--- src/hdl/eima_pkg.sv ---
// package for the event interrupt mask aggregator
// Operation
// - writing back the read value clears each set event flag
// - interrupt line stays asserted until every unmasked event bit is cleared
// - charger wake rising edge sets second register bit 0
// - junction high temperature sets second register bit 1
// - third register holds general input 0..7 event flags
// - analog inputs 1..3 threshold crossings also set third register bits 0..2
// - fourth register holds inputs 8..15; bit 6 also set by fast port address
// - first mask register bits 0..4 mask system events; 7..5 reserved
// - second mask register bits 7..0 mask supply events
// - third mask register masks inputs 0..7 and analog thresholds
// - fourth mask register masks inputs 8..15 and fast port address
// - line asserts on unmasked event; held masked during power-up until cleared
// - events arriving during a clear are held and entered afterwards
// - first register summary bits show later registers have events
package eima_pkg;
    localparam logic [7:0] EIMA_IDX_EVT_A  = 8'h06;
    localparam logic [7:0] EIMA_IDX_EVT_B  = 8'h07;
    localparam logic [7:0] EIMA_IDX_EVT_C  = 8'h08;
    localparam logic [7:0] EIMA_IDX_EVT_D  = 8'h09;
    localparam logic [7:0] EIMA_IDX_MASK_A = 8'h0A;
    localparam logic [7:0] EIMA_IDX_MASK_B = 8'h0B;
    localparam logic [7:0] EIMA_IDX_MASK_C = 8'h0C;
    localparam logic [7:0] EIMA_IDX_MASK_D = 8'h0D;
    localparam logic [7:0] EIMA_IDX_CTRL   = 8'h0E;
    localparam int         EIMA_BIT_WAKE   = 0;
    localparam int         EIMA_BIT_TEMP   = 1;
    localparam int         EIMA_BIT_FAST   = 6;
    localparam int         EIMA_BIT_SUM_B  = 5;
    localparam int         EIMA_BIT_SUM_C  = 6;
    localparam int         EIMA_BIT_SUM_D  = 7;
    localparam logic [7:0] EIMA_MASK_A_IMPL = 8'h1F;
    localparam logic [7:0] EIMA_MASK_RESET  = 8'h00;
    localparam logic [7:0] EIMA_EVT_RESET   = 8'h00;

    typedef struct packed {
        logic [4:0] system_evt;
        logic [7:0] supply_evt;
        logic [7:0] input_lo_evt;
        logic [7:0] input_hi_evt;
    } eima_src_t;

    function automatic logic [31:0] eima_addr(input logic [7:0] idx);
        eima_addr = {22'h000000, idx, 2'h0};
    endfunction : eima_addr
endpackage : eima_pkg

--- src/hdl/eima_top.sv ---
// event flag latch, mask registers and interrupt line driver
`timescale 1ns/100ps
module eima_top
    import eima_pkg::*;
(
    input  wire logic        core_clk,
    input  wire logic        rst_n,
    input  wire logic        psel,
    input  wire logic        penable,
    input  wire logic        pwrite,
    input  wire logic [31:0] paddr,
    input  wire logic [31:0] pwdata,
    input  wire logic [3:0]  pstrb,
    output logic      [31:0] prdata,
    output logic             pready,
    output logic             pslverr,
    input  wire logic [4:0]  system_evt,
    input  wire logic [7:0]  supply_evt,
    input  wire logic        charger_wake_input,
    input  wire logic        temp_high_evt,
    input  wire logic [15:0] general_input_evt,
    input  wire logic [2:0]  analog_threshold_evt,
    input  wire logic        fast_two_wire_port_hit,
    input  wire logic        power_up_active,
    output logic             interrupt_request_line_n,
    output logic             irq_q
);
    logic [7:0]  evt_q [4];
    logic [7:0]  mask_q [4];
    logic [7:0]  hold_q [4];
    logic        wake_dly_q;
    logic        pu_block_q;
    logic        ready_q;
    logic [7:0]  raw [4];
    logic [7:0]  clr [4];
    logic        wr_acc;
    logic        rd_acc;
    logic [7:0]  idx;
    logic        mapped;
    logic [31:0] rdata_d;
    logic        pend;
    logic        any_evt;

    assign idx    = paddr[9:2];
    // writes land on the edge where pready is seen high, never on unmapped words
    assign wr_acc = psel & penable & pwrite & ready_q & mapped;
    assign rd_acc = psel & penable & ~pwrite & ~ready_q;
    assign mapped = (paddr[31:10] == 22'h000000) && (paddr[1:0] == 2'h0)
                    && (idx >= EIMA_IDX_EVT_A) && (idx <= EIMA_IDX_CTRL);

    // gather raw sources into register positions
    always_comb begin
        raw[0] = {3'h0, system_evt};
        raw[1] = supply_evt;
        raw[1][EIMA_BIT_WAKE] = supply_evt[EIMA_BIT_WAKE]
                                | (charger_wake_input & ~wake_dly_q);
        raw[1][EIMA_BIT_TEMP] = supply_evt[EIMA_BIT_TEMP] | temp_high_evt;
        raw[2] = general_input_evt[7:0];
        raw[2][2:0] = general_input_evt[2:0] | analog_threshold_evt;
        raw[3] = general_input_evt[15:8];
        raw[3][EIMA_BIT_FAST] = general_input_evt[14] | fast_two_wire_port_hit;
    end

    always_ff @(posedge core_clk) begin
        if (!rst_n) begin
            wake_dly_q <= 1'b0;
        end else begin
            wake_dly_q <= charger_wake_input;
        end
    end

    // write-back-to-clear, sticky flags, set never lost
    genvar g;
    generate
        for (g = 0; g < 4; g++) begin : g_evt
            assign clr[g] = (wr_acc && idx == EIMA_IDX_EVT_A + 8'(g) && pstrb[0])
                            ? pwdata[7:0] : 8'h00;
            always_ff @(posedge core_clk) begin
                if (!rst_n) begin
                    evt_q[g]  <= EIMA_EVT_RESET;
                    hold_q[g] <= EIMA_EVT_RESET;
                end else if (clr[g] != 8'h00) begin
                    // arrivals during the clear cycle go to hold, not lost
                    evt_q[g]  <= evt_q[g] & ~clr[g];
                    hold_q[g] <= hold_q[g] | raw[g];
                end else begin
                    evt_q[g]  <= evt_q[g] | raw[g] | hold_q[g];
                    hold_q[g] <= EIMA_EVT_RESET;
                end
            end
        end
    endgenerate

    // mask registers; first one has reserved top bits
    always_ff @(posedge core_clk) begin
        if (!rst_n) begin
            for (int i = 0; i < 4; i++) mask_q[i] <= EIMA_MASK_RESET;
        end else if (wr_acc && pstrb[0]) begin
            if (idx == EIMA_IDX_MASK_A) mask_q[0] <= pwdata[7:0] & EIMA_MASK_A_IMPL;
            if (idx == EIMA_IDX_MASK_B) mask_q[1] <= pwdata[7:0];
            if (idx == EIMA_IDX_MASK_C) mask_q[2] <= pwdata[7:0];
            if (idx == EIMA_IDX_MASK_D) mask_q[3] <= pwdata[7:0];
        end
    end

    assign any_evt = (evt_q[0] | evt_q[1] | evt_q[2] | evt_q[3]
                      | hold_q[0] | hold_q[1] | hold_q[2] | hold_q[3]) != 8'h00;

    // power-up blocking releases only once everything is clear
    always_ff @(posedge core_clk) begin
        if (!rst_n) begin
            pu_block_q <= 1'b1;
        end else if (power_up_active) begin
            pu_block_q <= 1'b1;
        end else if (!any_evt) begin
            pu_block_q <= 1'b0;
        end
    end

    always_comb begin
        pend = 1'b0;
        for (int i = 0; i < 4; i++) pend = pend | ((evt_q[i] & ~mask_q[i]) != 8'h00);
    end

    always_ff @(posedge core_clk) begin
        if (!rst_n) begin
            irq_q                    <= 1'b0;
            interrupt_request_line_n <= 1'b1;
        end else begin
            irq_q                    <= pend & ~pu_block_q & ~power_up_active;
            interrupt_request_line_n <= ~(pend & ~pu_block_q & ~power_up_active);
        end
    end

    // read mux with summary bits
    always_comb begin
        rdata_d = 32'h00000000;
        unique case (idx)
            EIMA_IDX_EVT_A: begin
                rdata_d[4:0] = evt_q[0][4:0];
                rdata_d[EIMA_BIT_SUM_B] = evt_q[1] != 8'h00;
                rdata_d[EIMA_BIT_SUM_C] = (evt_q[1] | evt_q[2]) != 8'h00;
                rdata_d[EIMA_BIT_SUM_D] = (evt_q[1] | evt_q[2] | evt_q[3]) != 8'h00;
            end
            EIMA_IDX_EVT_B:  rdata_d[7:0] = evt_q[1];
            EIMA_IDX_EVT_C:  rdata_d[7:0] = evt_q[2];
            EIMA_IDX_EVT_D:  rdata_d[7:0] = evt_q[3];
            EIMA_IDX_MASK_A: rdata_d[7:0] = mask_q[0];
            EIMA_IDX_MASK_B: rdata_d[7:0] = mask_q[1];
            EIMA_IDX_MASK_C: rdata_d[7:0] = mask_q[2];
            EIMA_IDX_MASK_D: rdata_d[7:0] = mask_q[3];
            EIMA_IDX_CTRL:   rdata_d[1:0] = {pu_block_q, irq_q};
            default:         rdata_d = 32'h00000000;
        endcase
    end

    // one wait state: access answered on the second access edge
    always_ff @(posedge core_clk) begin
        if (!rst_n) begin
            ready_q <= 1'b0;
            pready  <= 1'b0;
            pslverr <= 1'b0;
            prdata  <= 32'h00000000;
        end else begin
            ready_q <= psel & penable & ~ready_q;
            pready  <= psel & penable & ~ready_q;
            pslverr <= psel & penable & ~ready_q & ~mapped;
            // error and write answers carry zero data, never a stale read
            if (psel & penable & ~ready_q) prdata <= (rd_acc && mapped) ? rdata_d : 32'h00000000;
        end
    end
endmodule : eima_top

--- config.mk ---
export PLATFORM = sky130hd
export DESIGN_NAME = eima_top
export DESIGN_NICKNAME = d
export VERILOG_FILES = /design/src/hdl/eima_pkg.sv /design/src/hdl/eima_top.sv
export SDC_FILE = /design/constraint.sdc
export NUM_CORES = 1
export LEC_CHECK = 0
export BUFFER_PORTS_ARGS = -buffer_cell sky130_fd_sc_hd__buf_2
export CORE_ASPECT_RATIO = 1.2
export CORE_MARGIN = 2
export CORE_UTILIZATION = 38
export CTS_BUF_LIST = sky130_fd_sc_hd__clkbuf_16
export CTS_CLUSTER_DIAMETER = 200
export CTS_CLUSTER_SIZE = 30
export DETAILED_ROUTE_END_ITERATION = 10
export PLACE_DENSITY = 0.72
export SLEW_MARGIN = 15
export SYNTH_ARGS = -nofsm -noshare
export SYNTH_HDL_FRONTEND = slang
export SYNTH_SLANG_ARGS = --single-unit
--- constraint.sdc ---
create_clock -name core_clk -period 6.7 [get_ports core_clk]
set_clock_uncertainty 0.05 [all_clocks]
set_input_delay 0.67 -clock core_clk [delete_from_list [all_inputs] [get_ports core_clk]]
set_output_delay 0.67 -clock core_clk [all_outputs]
set_load 0.02 [all_outputs]
Yosys cells after proc, flatten, opt, wreduce, memory -nomap -nowiden
Memories as Yosys holds them, arrays and structs flattened.
Cells that the tools add are included.
{"block": "word_totals", "latchBits": 0, "output_inout_bits": 36, "mem_bits_rw": 96, "mem_count": 3, "mem_bits_ro": 0, "ff_bits": 38, "in_bits": 109}
{"name": "evt_q", "words": 4, "width": 8, "read_ports": 4, "rd_clocked_by_memory_dff": 0, "wr": 4, "line": "eima_top.sv:28", "text": "logic [7:0] evt_q [4];"}
{"name": "hold_q", "words": 4, "width": 8, "read_ports": 4, "rd_clocked_by_memory_dff": 0, "wr": 4, "line": "eima_top.sv:30", "text": "logic [7:0] hold_q [4];"}
{"name": "mask_q", "words": 4, "width": 8, "read_ports": 4, "rd_clocked_by_memory_dff": 0, "wr": 4, "line": "eima_top.sv:29", "text": "logic [7:0] mask_q [4];"}
{"block": "op_classes", "mux": 68, "shifts": 0, "div": 0, "addsub": 0, "reduce_logical": 28, "multipliers": 0, "n_eq_ne": 9, "bitwise_logic": 83, "n_lt_le_gt_ge": 2}
{"op": "$mux 8", "n": 25}
{"op": "$or 8x8->8", "n": 19}
{"op": "$reduce_bool 8->1", "n": 12}
{"op": "$and 8x8->8", "n": 8}
{"op": "$not 8->8", "n": 8}
{"op": "$eq 8x4->1 const B", "n": 7}
{"op": "$pmux 6 s8", "n": 1}
{"op": "$mux 1", "n": 41}
{"op": "$or 1x1->1", "n": 26}
{"op": "$logic_not 22->1", "n": 1}
{"op": "$pmux 2 s9", "n": 1}
{"op": "$eq 8x3->1 const B", "n": 2}
{"op": "$or 8x5->8", "n": 2}
{"op": "$logic_and 1x1->1", "n": 13}
{"op": "$and 1x1->1", "n": 11}
{"op": "$ge 8x3->1 const B", "n": 1}
{"op": "$le 8x4->1 const B", "n": 1}
{"op": "$not 1->1", "n": 8}
{"op": "$or 3x3->3", "n": 1}
{"op": "$logic_not 2->1", "n": 1}
{"op": "$reduce_or 2->1", "n": 1}

Depth between registers and ports, before layout
Gate-level depths: netlist of run 1.
{"block": "logic_depth", "depth_word": 14, "depth_mapped": 8}

Least setup slack after synthesis of run 1
No wires, ideal clock.
{"block": "synth_timing", "path_type": "input to register", "start": "input paddr[27]", "end": "memory mask_q[2][0], enable pin", "setup_ps": 398, "t_required_ps": 6252, "cell_stages": 5, "arrival_ps": 2588, "slack_ps": 3664, "n_path_buf": 1, "cell_sequence": "nor4_1 > nand2_1 > or3_1 > buf_2 > o41ai_1"}
{"element": "from (decl)", "line": "eima_top.sv:11", "text": "input wire logic [31:0] paddr,"}
{"element": "to (decl)", "line": "eima_top.sv:29"}

==> results of run 1 <==
[per-layer routing]
metal	vias to the layer above	share of wire (%)	global-route usage, %
li1	2275	-	-
met1	2345	40	28.3
met2	281	48	35.0
met3	62	7.4	3.23
met4	0	5.0	11.3
met5	-	0	0
[cells in the final DEF, fill, tap and decap left out, drive strengths merged, types with 11 or more instances in the layout]
master / synthesis / layout
buf: 36 / 97
edfxtp: 90 / 90
conb: 2 / 82
nor2: 47 / 47
nand2: 47 / 47
and2: 32 / 32
inv: 28 / 30
nor3: 27 / 27
nor4: 26 / 26
o22ai: 20 / 20
nor2b: 17 / 17
nand3: 16 / 16
o21ai: 15 / 15
dfxtp: 14 / 14
a32o: 11 / 11
[through the flow]
step                area [um^2]  std cells  utilization [%]  power (W)
global route               6790        899             45.6    0.00146
CTS                        6780        899             45.5    0.00142
floorplan                  6030        629                -   0.000857
finish                     6790        899             45.6    0.00142
global placement           6500        883             43.6   0.000915
detailed placement         6500        883             43.6   0.000916
[layout make-up]
class                           count  area (um^2)  share of cell area [%]
Sequential cell                   104         2980                    43.9
Multi-Input combinational cell    450         2670                    39.3
Timing Repair Buffer               97          495                    7.30
Tap cell                          204          255                    3.76
Clock buffer                        9          225                    3.32
Inverter                           28          105                    1.55
Clock inverter                      7         55.1                   0.811
[sequential cells by signal, indices dropped and copies added (netlist names)]
| signal | count |
|---|---|
| mask_q | 29 |
| interrupt_request_line_n | 1 |
| wake_dly_q | 1 |
| hold_q | 29 |
| pu_block_q | 1 |
| ready_q | 1 |
| irq_q | 1 |
| pslverr | 1 |
| evt_q | 32 |
| prdata | 8 |
[logic make-up after synthesis]
| logic type | after synthesis | synth area share (%) |
|---|---|---|
| multiplexers | 11 | 2.01 |
| AND/OR/NAND/NOR | 258 | 25.3 |
| flip-flops | 104 | 52.0 |
| AO/OA/AOI/OAI | 98 | 13.6 |
| buffers and inverters | 75 | 6.77 |
| other | 2 | 0.131 |
| XOR/XNOR | 1 | 0.153 |
[critical path, cell delays in order]
cell and delay (ns):
sky130_fd_sc_hd__buf_2 0.08, sky130_fd_sc_hd__nand2_1 0.06, sky130_fd_sc_hd__or2_1 0.42, sky130_fd_sc_hd__or4_1 0.46, sky130_fd_sc_hd__buf_4 0.26, sky130_fd_sc_hd__or2_1 0.33
sky130_fd_sc_hd__o21ai_1 0.71
[worst paths after layout]
kind	to	slack, ns
setup / recovery	mask_q[1][4]$_SDFFCE_PN0P_	3.62
hold / removal	prdata[3]$_SDFFE_PN0P_	0.39
setup reg to reg	mask_q[1][4]$_SDFFCE_PN0P_	3.66
hold reg to reg	prdata[3]$_SDFFE_PN0P_	0.39
[power by group through the flow]
stage / Combinational, W / Sequential [W] / Clock [W]
finish: 0.000145 / 0.000761 / 0.000509
global route: 0.000158 / 0.000763 / 0.000538
global placement: 0.000141 / 0.000774 / 0
CTS: 0.000142 / 0.000760 / 0.000516
floorplan: 0.0000972 / 0.000760 / 0
detailed placement: 0.000141 / 0.000774 / 0
==> impl_summary.txt, run 1 <==
----------------------------------------------------
[Floorplanning]
  Count of boundary I/O pins ... 145
  Total core area ... 0.0149 mm^2
  Overall die height ... 139 um
  Die footprint ... 0.0161 mm^2
  Initial cell density of the core ... 38.5%
  Std-Cell Rows ... 49
  Width of the die ... 116 um

[Logic synthesis]
  Cell types occupying the most area after synthesis ... sky130_fd_sc_hd__edfxtp_1, sky130_fd_sc_hd__dfxtp_1, sky130_fd_sc_hd__and2_1
  Async set-reset flop share out of synthesis ... 0%
  Dominant register cell in the synthesized netlist ... sky130_fd_sc_hd__edfxtp_1
  Area of the mapped netlist ... 0.00573 mm^2
  Synth area leader ... sky130_fd_sc_hd__edfxtp_1
  Most common cell in the netlist ... sky130_fd_sc_hd__edfxtp_1
  EDFF count, synth ... 90
  Leading cell types by count after synthesis ... sky130_fd_sc_hd__edfxtp_1, sky130_fd_sc_hd__nand2_1, sky130_fd_sc_hd__nor2_1, sky130_fd_sc_hd__and2_1
  Yosys warning total ... 0
  Average cell area after synthesis ... 10.4 um^2
  Seq/Total Area, Yosys ... 52.0%
  Flip-flop and latch count after synthesis ... 104
  Distinct cell type count of the synthesized netlist ... 63
  Gate Count Post-Synth ... 549
  Post-synth top area share ... 47.1%

[Outcome]
  Outcome ... complete, no violations

[Global route]
  Global router's overall resource usage ... 21.8%
  Largest net degree at the start of global routing ... 31
  Vias in the first global route ... 4569
  Antenna violations before repair ... 0
  Global-route wire length before repair ... 26200 um
  Residual overflow from global routing ... 0

[Timing]
  Final Worst Setup Slack ... 3.62 ns
  Setup repair after global routing missed its margin ... false
  Period utilization ... 46.0%
  Transition time of the tightest slew-check pin ... 0.897 ns
  Number of setup violations in the final report ... 0
  Sum Neg Setup Slack ... 0 ns
  Fin. max-slew vios ... 0
  Relative slew margins ... 39.6%
  Final critical delay including setup and external delays ... 3.08 ns
  Maximum operating frequency ... 0.325 GHz
  Hold Violations, Final ... 0
  Hold_ws ... 0.395 ns

[Worst setup path]
  Required time at the worst-slack endpoint ... 6.64 ns
  Worst setup path category ... input port to flop
  Arrival time of data at the critical path endpoint ... 3.02 ns
  CP Launch Type ... input port
  R2R Path Start ... ready_q$_SDFF_PN0_
  CP startpoint ... psel
  Critical Path Fanout Max ... 29
  Worst reg2reg path depth ... 6
  Kind of end point of the critical path ... flop

[Finish]
  NumNets Final ... 799
  Antenna cells ... 0
  Fillers ... 1462
  Fraction of final layout cells sized beyond drive strength 1 ... 19.7%
  Synthesis-to-finish area growth ... 18.4%

[Pwr]
  Power density cells ... 208 mW/mm^2
  Part of the power in the clock network ... 36.0%
  Switching power share of the total ... 26.4%
  Reg power frac ... 53.8%
  Combinational group share of total power ... 10.2%
  Sw Pwr ... 0.000374 W
  Internal Power ... 0.00104 W
  Static leakage ... 2.63 nW
  Worst VDD drop ... 0.000105 V

[Clock tree]
  # Post-CTS Setup Buffers ... 0
  Number of clock sinks ... 104
  Clock buffers created by TritonCTS ... 9
  H-tree Lvls ... 3
  Number of hold buffers added after cts ... 0
  CTS clock-pin slew for the worst setup and hold paths ... 0.07 ns
  Root Buffer Master ... sky130_fd_sc_hd__clkbuf_16
  Deepest clock path buffer count ... 2
  TritonCTS clock tree ... yes
  Worst skew pair latency ... 0.36 ns
  Resized Gates After CTS ... 0

[Placed design]
  Estimated wirelength of the detail-placed design ... 13300 um
  Placer's final routability congestion estimate ... 0.994
  Count of buffers inserted at the top-level ports ... 93
  Minimum setup slack after placement ... 3.27 ns

[Drt]
  Detailed Routing Iterations Pass 1 ... 5
  Total number of vias ... 4963
  Total detailed-routing wirelength ... 17300 um
  Number of DRC violations after detailed routing ... 0
  Post-detailed-route wirelength per cell ... 19.2 um
  1st-iter DRT viols ... 539
  Via count normalized by instance count ... 5.52
  Number of nets with antenna violations after routing ... 0

[Job]
  Count of max-cap constraint violations ... 0

[Min path]
  Instance count along the most critical hold path ... 2
  Type of the tightest min-delay check ... flop to flop
  Worst hold start ... prdata[3]$_SDFFE_PN0P_

----------------------------------------------------
Note: power is estimated with default switching activity, not from simulation.
==> run 2, diff against run 1 <==
--- a/config.mk
+++ b/config.mk
@@ -5,6 +5,7 @@
 export SDC_FILE = /design/constraint.sdc
 export NUM_CORES = 1
 export LEC_CHECK = 0
+export ABC_AREA = 1
 export BUFFER_PORTS_ARGS = -buffer_cell sky130_fd_sc_hd__buf_2
 export CORE_ASPECT_RATIO = 1.2
 export CORE_MARGIN = 2
==> constraint.sdc (replaced) <==
create_clock -name core_clk -period 3 [get_ports core_clk]
set_clock_uncertainty 0.05 [all_clocks]
set_input_delay 0.3 -clock core_clk [delete_from_list [all_inputs] [get_ports core_clk]]
set_output_delay 0.3 -clock core_clk [all_outputs]
set_load 0.02 [all_outputs]
==> run 2 against run 1 <==
Against the previous run: sequential power rose by 120%; count of clock-buffer cells in the layout stayed put; clock power rose to 2.7 times the previous value; critical path type unchanged; largest power group unchanged.
==> impl_summary.txt, run 2 <==
----------------------------------------------------
[Drt]
  Number of DRC violations after detailed routing ... 0 (unchanged)
  Post-detailed-route wirelength per cell ... 16.0 um (was 19.2 um)
  Via count normalized by instance count ... 5.02 (was 5.52)
  Total number of vias ... 5599 (was 4963)
  Detailed Routing Iterations Pass 1 ... 5 (unchanged)
  1st-iter DRT viols ... 514 (was 539)
  Number of nets with antenna violations after routing ... 0 (unchanged)
  Total detailed-routing wirelength ... 17900 um (was 17300 um)

[Clock tree]
  Number of hold buffers added after cts ... 0 (unchanged)
  Number of clock sinks ... 104 (unchanged)
  CTS clock-pin slew for the worst setup and hold paths ... 0.07 ns (about the same)
  H-tree Lvls ... 3 (unchanged)
  Resized Gates After CTS ... 0 (unchanged)
  Deepest clock path buffer count ... 2 (unchanged)
  # Post-CTS Setup Buffers ... 0 (unchanged)
  Clock buffers created by TritonCTS ... 9 (unchanged)
  Root Buffer Master ... sky130_fd_sc_hd__clkbuf_16 (unchanged)
  Worst skew pair latency ... 0.36 ns (about the same)
  TritonCTS clock tree ... yes (unchanged)

[Finish]
  Antenna cells ... 0 (unchanged)
  Commonest non-fill, non-tap cell in the layout ... sky130_fd_sc_hd__nand2_1 (was sky130_fd_sc_hd__buf_2)
  Fillers ... 1631 (was 1462)
  Largest register FFs ... 32 (unchanged)
  Synthesis-to-finish area growth ... 19.1% (was 18.4%)
  Fraction of final layout cells sized beyond drive strength 1 ... 19.2% (was 19.7%)
  NumNets Final ... 1007 (was 799)
  Biggest registers after layout ... evt_q x32, hold_q x29, mask_q x29 (unchanged)
  Post-layout util ... 45.7% (was 45.6%)
  Register name with the most flops ... evt_q (unchanged)
  Most used cells in the layout excluding fill and tap cells ... sky130_fd_sc_hd__nand2_1, sky130_fd_sc_hd__nor2_1, sky130_fd_sc_hd__buf_2, sky130_fd_sc_hd__edfxtp_1, sky130_fd_sc_hd__inv_1 (was sky130_fd_sc_hd__buf_2, sky130_fd_sc_hd__edfxtp_1, sky130_fd_sc_hd__conb_1, sky130_fd_sc_hd__nor2_1, sky130_fd_sc_hd__nand2_1)

[Timing]
  Transition time of the tightest slew-check pin ... 0.690 ns (was 0.897 ns)
  Number of setup violations in the final report ... 0 (unchanged)
  Period utilization ... 70.5%
  Final critical delay including setup and external delays ... 2.11 ns
  Relative slew margins ... 53.5% (was 39.6%)
  Sum Neg Setup Slack ... 0 ns (unchanged)
  Setup repair after global routing missed its margin ... false (unchanged)
  Hold Violations, Final ... 0 (unchanged)
  Maximum operating frequency ... 0.473 GHz
  Final Worst Setup Slack ... 0.886 ns (was 3.62 ns)
  Fin. max-slew vios ... 0 (unchanged)

[Logic synthesis]
  Async set-reset flop share out of synthesis ... 0% (unchanged)
  Average cell area after synthesis ... 8.25 um^2 (was 10.4 um^2)
  Flip-flop and latch count after synthesis ... 104 (unchanged)
  Cell types occupying the most area after synthesis ... sky130_fd_sc_hd__edfxtp_1, sky130_fd_sc_hd__nand2_1, sky130_fd_sc_hd__nor2_1 (was sky130_fd_sc_hd__edfxtp_1, sky130_fd_sc_hd__dfxtp_1, sky130_fd_sc_hd__and2_1)
  Seq/Total Area, Yosys ... 48.4% (was 52.0%)
  Yosys warning total ... 0 (unchanged)
  Dominant register cell in the synthesized netlist ... sky130_fd_sc_hd__edfxtp_1 (unchanged)
  Distinct cell type count of the synthesized netlist ... 39 (was 63)
  Area of the mapped netlist ... 0.00617 mm^2 (was 0.00573 mm^2)
  Most common cell in the netlist ... sky130_fd_sc_hd__nand2_1 (was sky130_fd_sc_hd__edfxtp_1)
  Leading cell types by count after synthesis ... sky130_fd_sc_hd__nand2_1, sky130_fd_sc_hd__nor2_1, sky130_fd_sc_hd__edfxtp_1, sky130_fd_sc_hd__inv_1, sky130_fd_sc_hd__nand3_1 (was sky130_fd_sc_hd__edfxtp_1, sky130_fd_sc_hd__nand2_1, sky130_fd_sc_hd__nor2_1, sky130_fd_sc_hd__and2_1)
  EDFF count, synth ... 90 (unchanged)
  Gate Count Post-Synth ... 748 (was 549)
  Synth area leader ... sky130_fd_sc_hd__edfxtp_1 (unchanged)
  Post-synth top area share ... 43.8% (was 47.1%)

[Global route]
  Largest net degree at the start of global routing ... 51 (was 31)
  Vias in the first global route ... 5172 (was 4569)
  Global router's overall resource usage ... 21.3% (was 21.8%)
  Antenna violations before repair ... 0 (unchanged)
  Residual overflow from global routing ... 0 (unchanged)
  Global-route wire length before repair ... 27600 um (was 26200 um)

[Floorplanning]
  Std-Cell Rows ... 51 (was 49)
  Count of boundary I/O pins ... 145 (unchanged)
  Die footprint ... 0.0173 mm^2 (was 0.0161 mm^2)
  Overall die height ... 144 um (was 139 um)
  Width of the die ... 120 um (was 116 um)
  Total core area ... 0.0161 mm^2 (was 0.0149 mm^2)
  Initial cell density of the core ... 38.4% (was 38.5%)

[Pwr]
  Combinational group share of total power ... 10.2% (about the same)
  Internal Power ... 0.00254 W (was 0.00104 W)
  Power density cells ... 458 mW/mm^2 (was 208 mW/mm^2)
  Part of the power in the clock network ... 40.4% (was 36.0%)
  Reg power frac ... 49.5% (was 53.8%)
  Worst VDD drop ... 0.000243 V (was 0.000105 V)
  Switching power share of the total ... 24.6% (was 26.4%)
  Static leakage ... 3.39 nW (was 2.63 nW)
  Sw Pwr ... 0.000829 W (was 0.000374 W)

[Worst setup path]
  Critical path, cell by cell ... buf_2, nor2_2, nand3_4, inv_1, nand4_1, nor2_4, o41ai_1, nand2_2, nand2_4, nor2_2 (was buf_2, nand2_1, or2_1, or4_1, buf_4, or2_1, o21ai_1)
  CP Launch Type ... input port (unchanged)
  Most common cell on crit path ... sky130_fd_sc_hd__nor2_2 (was sky130_fd_sc_hd__or2_1)
  Kind of end point of the critical path ... flop (unchanged)
  Slowest Stage Delay on Critical Path ... 0.34 ns (was 0.71 ns)
  Worst setup path category ... input port to flop (unchanged)
  Required time at the worst-slack endpoint ... 3.16 ns (was 6.64 ns)
  CP max-delay cell ... sky130_fd_sc_hd__inv_1 (was sky130_fd_sc_hd__o21ai_1)
  Arrival time of data at the critical path endpoint ... 2.28 ns (was 3.02 ns)
  Critical Path Fanout Max ... 13 (was 29)

[Outcome]
  Outcome ... complete, no violations (unchanged)

[Placed design]
  Placer's final routability congestion estimate ... 1.01 (was 0.994)
  Minimum setup slack after placement ... 0.556 ns (was 3.27 ns)
  Estimated wirelength of the detail-placed design ... 13700 um (was 13300 um)
  Count of buffers inserted at the top-level ports ... 93 (unchanged)

[Min path]
  Type of the tightest min-delay check ... input port to flop (was flop to flop)

[Job]
  Count of max-cap constraint violations ... 0 (unchanged)

----------------------------------------------------
-- run 2: changes by cell type after synthesis, sizes merged, moves of 17 or more --
cell	before	now
nor4	26	9
and2	32	1
inv	28	85
nor2	47	137
nand3	16	40
nand4	6	35
nand2	47	200
nor2b	17	0
-- run 2: routing by layer --
layer / track usage [%] / routed length, um / up-vias
met5: 0 / 0 / -
met4: 9.91 / 724 / 0
met3: 3.93 / 1490 / 54
met2: 35.5 / 8370 / 281
met1: 26.9 / 7310 / 2556
li1: - / - / 2708
-- run 2: critical path: cells and delay by family --
kind	cells	cell delay [ns]
simple gates	7	1.39
buf+inv	2	0.44
compound gates	1	0.14
-- run 2: power groups by stage --
stage	logic, W	clock network (W)	registers (W)
after detailed placement	0.000334	0	0.00170
after global routing	0.000377	0.00144	0.00167
after CTS	0.000336	0.00137	0.00166
final	0.000342	0.00136	0.00167
after floorplan	0.000232	0	0.00168
after global placement	0.000331	0	0.00170
-- run 2: logic make-up (layout without fill, tap and decap cells) --
group | Yosys count | in the layout | share of synthesized area (%)
other | 2 | 82 | 0.122
and+or+nand+nor | 445 | 445 | 34.0
buffers and inverters | 127 | 202 | 9.23
AOI/OAI and AO/OA | 70 | 70 | 8.28
DFF | 104 | 104 | 48.4
-- run 2: final cells by class --
cell class	count	area, um^2	share of cell area, %
Tap cell	212	265	3.61
Sequential cell	104	2980	40.6
Inverter	85	319	4.34
Clock buffer	9	225	3.07
Multi-Input combinational cell	597	2920	39.7
Clock inverter	7	111	1.52
Timing Repair Buffer	101	526	7.15
-- run 2: final timing paths --
path | end | cells past startpoint | slack, ns | startpoint
max | hold_q[2][5]$_SDFFCE_PP0P_ | 10 | 0.89 | paddr[6]
min | wake_dly_q$_SDFF_PN0_ | 3 | 0.09 | charger_wake_input
max reg2reg | hold_q[1][7]$_SDFFCE_PP0P_ | 8 | 0.99 | ready_q$_SDFF_PN0_
min reg2reg | prdata[1]$_SDFFE_PN0P_ | 2 | 0.42 | prdata[1]$_SDFFE_PN0P_
-- run 2: stage by stage --
step                      instances  hold slack [ns]  cell area (um^2)  power, W
after CTS                      1115           0.0900              7350   0.00337
after floorplan                 828            0.343              6470   0.00191
final                          1115           0.0936              7350   0.00337
after global routing           1115            0.104              7350   0.00349
after detailed placement       1099            0.404              7010   0.00203
after global placement         1099            0.403              7010   0.00203
==> run 3, diff against run 2 <==
--- a/config.mk
+++ b/config.mk
@@ -5,7 +5,7 @@
 export SDC_FILE = /design/constraint.sdc
 export NUM_CORES = 1
 export LEC_CHECK = 0
-export ABC_AREA = 1
+export ABC_AREA = 0
 export BUFFER_PORTS_ARGS = -buffer_cell sky130_fd_sc_hd__buf_2
 export CORE_ASPECT_RATIO = 1.2
 export CORE_MARGIN = 2
@@ -14,7 +14,7 @@
 export CTS_CLUSTER_DIAMETER = 200
 export CTS_CLUSTER_SIZE = 30
 export DETAILED_ROUTE_END_ITERATION = 10
-export PLACE_DENSITY = 0.72
+export PLACE_DENSITY = 0.75
 export SLEW_MARGIN = 15
 export SYNTH_ARGS = -nofsm -noshare
 export SYNTH_HDL_FRONTEND = slang
==> constraint.sdc (replaced) <==
create_clock -name core_clk -period 1.8 [get_ports core_clk]
set_clock_uncertainty 0.05 [all_clocks]
set_input_delay 0.18 -clock core_clk [delete_from_list [all_inputs] [get_ports core_clk]]
set_output_delay 0.18 -clock core_clk [all_outputs]
set_load 0.02 [all_outputs]
==> run 3 against run 2 <==
Against the previous run: the run now ends with negative setup slack left; die area down 6.8%; clock power is 44% higher; via count fell by 1.5%; global-route usage increased by 4.2 points; cell count decreased by 9.3%; count of clock-buffer cells in the layout stayed put.
==> impl_summary.txt, run 3 (synthesis gave the netlist of run 1 again) <==
----------------------------------------------------
[Pwr]
  Worst VDD drop ... 0.000422 V (was 0.000243 V)
  Static leakage ... 3.62 nW (was 3.39 nW)
  Total power consumption of the routed design ... 0.00555 W (was 0.00337 W)
  Power density cells ... 661 mW/mm^2 (was 458 mW/mm^2)

[Floorplanning]
  Total core area ... 0.0149 mm^2 (was 0.0161 mm^2)
  Width of the die ... 116 um (was 120 um)
  Count of boundary I/O pins ... 145 (unchanged)
  Std-Cell Rows ... 49 (was 51)
  Die footprint ... 0.0161 mm^2 (was 0.0173 mm^2)
  Overall die height ... 139 um (was 144 um)
  Initial cell density of the core ... 38.5% (was 38.4%)

[Timing]
  Setup repair after global routing missed its margin ... true (was false)
  Final Worst Setup Slack ... -0.339 ns (was 0.886 ns)
  Hold Violations, Final ... 0 (unchanged)
  Hold_ws ... 0.0320 ns (was 0.0936 ns)
  Transition time of the tightest slew-check pin ... 0.512 ns (was 0.690 ns)
  Maximum operating frequency ... 0.468 GHz
  Final critical delay including setup and external delays ... 2.14 ns
  Fin. max-slew vios ... 0 (unchanged)
  Relative slew margins ... 65.6% (was 53.5%)
  Period utilization ... 119%
  Sum Neg Setup Slack ... -29.49 ns (was 0 ns)
  Number of setup violations in the final report ... 125 (was 0)

[Drt]
  Wire length on met3 ... 1630 um (was 1490 um)
  Total detailed-routing wirelength ... 20800 um (was 17900 um)
  Detailed-routed wire length on met2 ... 10300 um (was 8370 um)
  Total number of vias ... 5516 (was 5599)
  Max Used Layer ... met4 (unchanged)
  Number of nets with antenna violations after routing ... 0 (unchanged)
  Via count normalized by instance count ... 5.46 (was 5.02)
  Post-detailed-route wirelength per cell ... 20.6 um (was 16.0 um)
  Number of DRC violations after detailed routing ... 0 (unchanged)
  Detailed Routing Iterations Pass 1 ... 5 (unchanged)
  Wl on met1 ... 7790 um (was 7310 um)
  1st-iter DRT viols ... 717 (was 514)

[Finish]
  Fraction of final layout cells sized beyond drive strength 1 ... 41.8% (was 19.2%)
  Synthesis-to-finish area growth ... 46.6% (was 19.1%)
  Biggest registers after layout ... evt_q x32, hold_q x29, mask_q x29 (unchanged)
  Register name with the most flops ... evt_q (unchanged)
  NumNets Final ... 911 (was 1007)
  Commonest non-fill, non-tap cell in the layout ... sky130_fd_sc_hd__buf_4 (was sky130_fd_sc_hd__nand2_1)
  Largest register FFs ... 32 (unchanged)
  Most used cells in the layout excluding fill and tap cells ... sky130_fd_sc_hd__buf_4, sky130_fd_sc_hd__edfxtp_1, sky130_fd_sc_hd__buf_2, sky130_fd_sc_hd__conb_1, sky130_fd_sc_hd__nand2_1 (was sky130_fd_sc_hd__nand2_1, sky130_fd_sc_hd__nor2_1, sky130_fd_sc_hd__buf_2, sky130_fd_sc_hd__edfxtp_1, sky130_fd_sc_hd__inv_1)
  Antenna cells ... 0 (unchanged)
  Number of non-filler instances in the completed layout ... 1011 (was 1115)

[Placed design]
  Minimum setup slack after placement ... -0.593 ns (was 0.556 ns)
  Estimated wirelength of the detail-placed design ... 15500 um (was 13700 um)
  Count of buffers inserted at the top-level ports ... 93 (unchanged)
  Placer's final routability congestion estimate ... 0.988 (was 1.01)
  Number of instances in the placed design ... 976 (was 1099)

[Worst setup path]
  Critical Path Fanout Max ... 8 (was 13)
  Arrival time of data at the critical path endpoint ... 2.12 ns (was 2.28 ns)
  Required time at the worst-slack endpoint ... 1.78 ns (was 3.16 ns)
  Worst reg2reg path depth ... 5 (was 8)
  Worst setup path category ... flop to flop (was input port to flop)
  Kind of end point of the critical path ... flop (unchanged)
  CP Launch Type ... flop (was input port)

[Outcome]
  Outcome ... complete, but fails checks (was complete, no violations)
  Violated checks ... negative setup slack

[Clock tree]
  TritonCTS clock tree ... yes (unchanged)
  H-tree Lvls ... 3 (unchanged)
  Worst skew pair latency ... 0.36 ns (about the same)
  Deepest clock path buffer count ... 2 (unchanged)
  CTS clock-pin slew for the worst setup and hold paths ... 0.07 ns (about the same)
  Clock buffers created by TritonCTS ... 9 (unchanged)
  Number of clock sinks ... 104 (unchanged)
  Root Buffer Master ... sky130_fd_sc_hd__clkbuf_16 (unchanged)

[Global route]
  Global router's overall resource usage ... 25.5% (was 21.3%)
  Vias in the first global route ... 5425 (was 5172)
  Largest net degree at the start of global routing ... 21 (was 51)
  Antenna violations before repair ... 0 (unchanged)
  Residual overflow from global routing ... 0 (unchanged)
  Global-route wire length before repair ... 30300 um (was 27600 um)

[Job]
  Count of max-cap constraint violations ... 0 (unchanged)

[Min path]
  Instance count along the most critical hold path ... 3 (unchanged)
  Type of the tightest min-delay check ... input port to flop (unchanged)

----------------------------------------------------
[run 3: repair_timing]
item | 4_1_cts | 5_1_grt
setup endpoints to repair | 126 | 128
endpoints found under the hold margin | 1 | 0
pin swaps | 43 | 32
resized for setup | 82 | 62
hold buffers | 1 | 0
gates cloned | 3 | 0
setup buffers | 11 | 12
[run 3: layer usage]
metal,vias to the layer above,track usage (%)
met2,328,42.5
met5,-,0
met1,2611,31.0
met3,88,5.11
met4,0,13.0
li1,2489,-
[run 3: power breakdown]
part           total [W]  internal, W  switching [W]
sequential       0.00280      0.00273      0.0000767
combinational   0.000790     0.000327       0.000463
clock            0.00196      0.00107       0.000892
total            0.00555      0.00412        0.00143
[run 3: worst paths after layout]
kind | from | end | slack, ns
setup reg to reg | ready_q$_SDFF_PN0_ | mask_q[1][1]$_SDFFCE_PN0P_ | -0.34
hold reg to reg | prdata[7]$_SDFFE_PN0P_ | prdata[7]$_SDFFE_PN0P_ | 0.39
setup / recovery | ready_q$_SDFF_PN0_ | mask_q[1][1]$_SDFFCE_PN0P_ | -0.34
hold / removal | power_up_active | interrupt_request_line_n$_SDFF_PN1_ | 0.03
[run 3: critical path, cell delays in order (launching register included)]
cell	delay, ns
sky130_fd_sc_hd__dfxtp_4	0.35
sky130_fd_sc_hd__nand3_2	0.05
sky130_fd_sc_hd__or2_4	0.27
sky130_fd_sc_hd__or4_4	0.49
sky130_fd_sc_hd__or2_4	0.31
sky130_fd_sc_hd__o21ai_4	0.28
[run 3: layout make-up]
type                       instances  area [um^2]
clock inverter                     7         63.8
clock buffer                       9          225
timing repair buffer             208         1470
sequential                       104         2990
fill                            1249         6490
tap                              204          255
inverter                          28          105
multi-input combinational        451         3300
[run 3: per-stage QoR]
| step | util (%) | cell area, um^2 |
|---|---|---|
| 2_1_floorplan | - | 6150 |
| 3_3_place_gp | 49.0 | 7300 |
| 3_5_place_dp | 49.0 | 7300 |
| 4_1_cts | 54.5 | 8120 |
| 5_1_grt | 56.4 | 8400 |
| 6_report | 56.4 | 8400 |
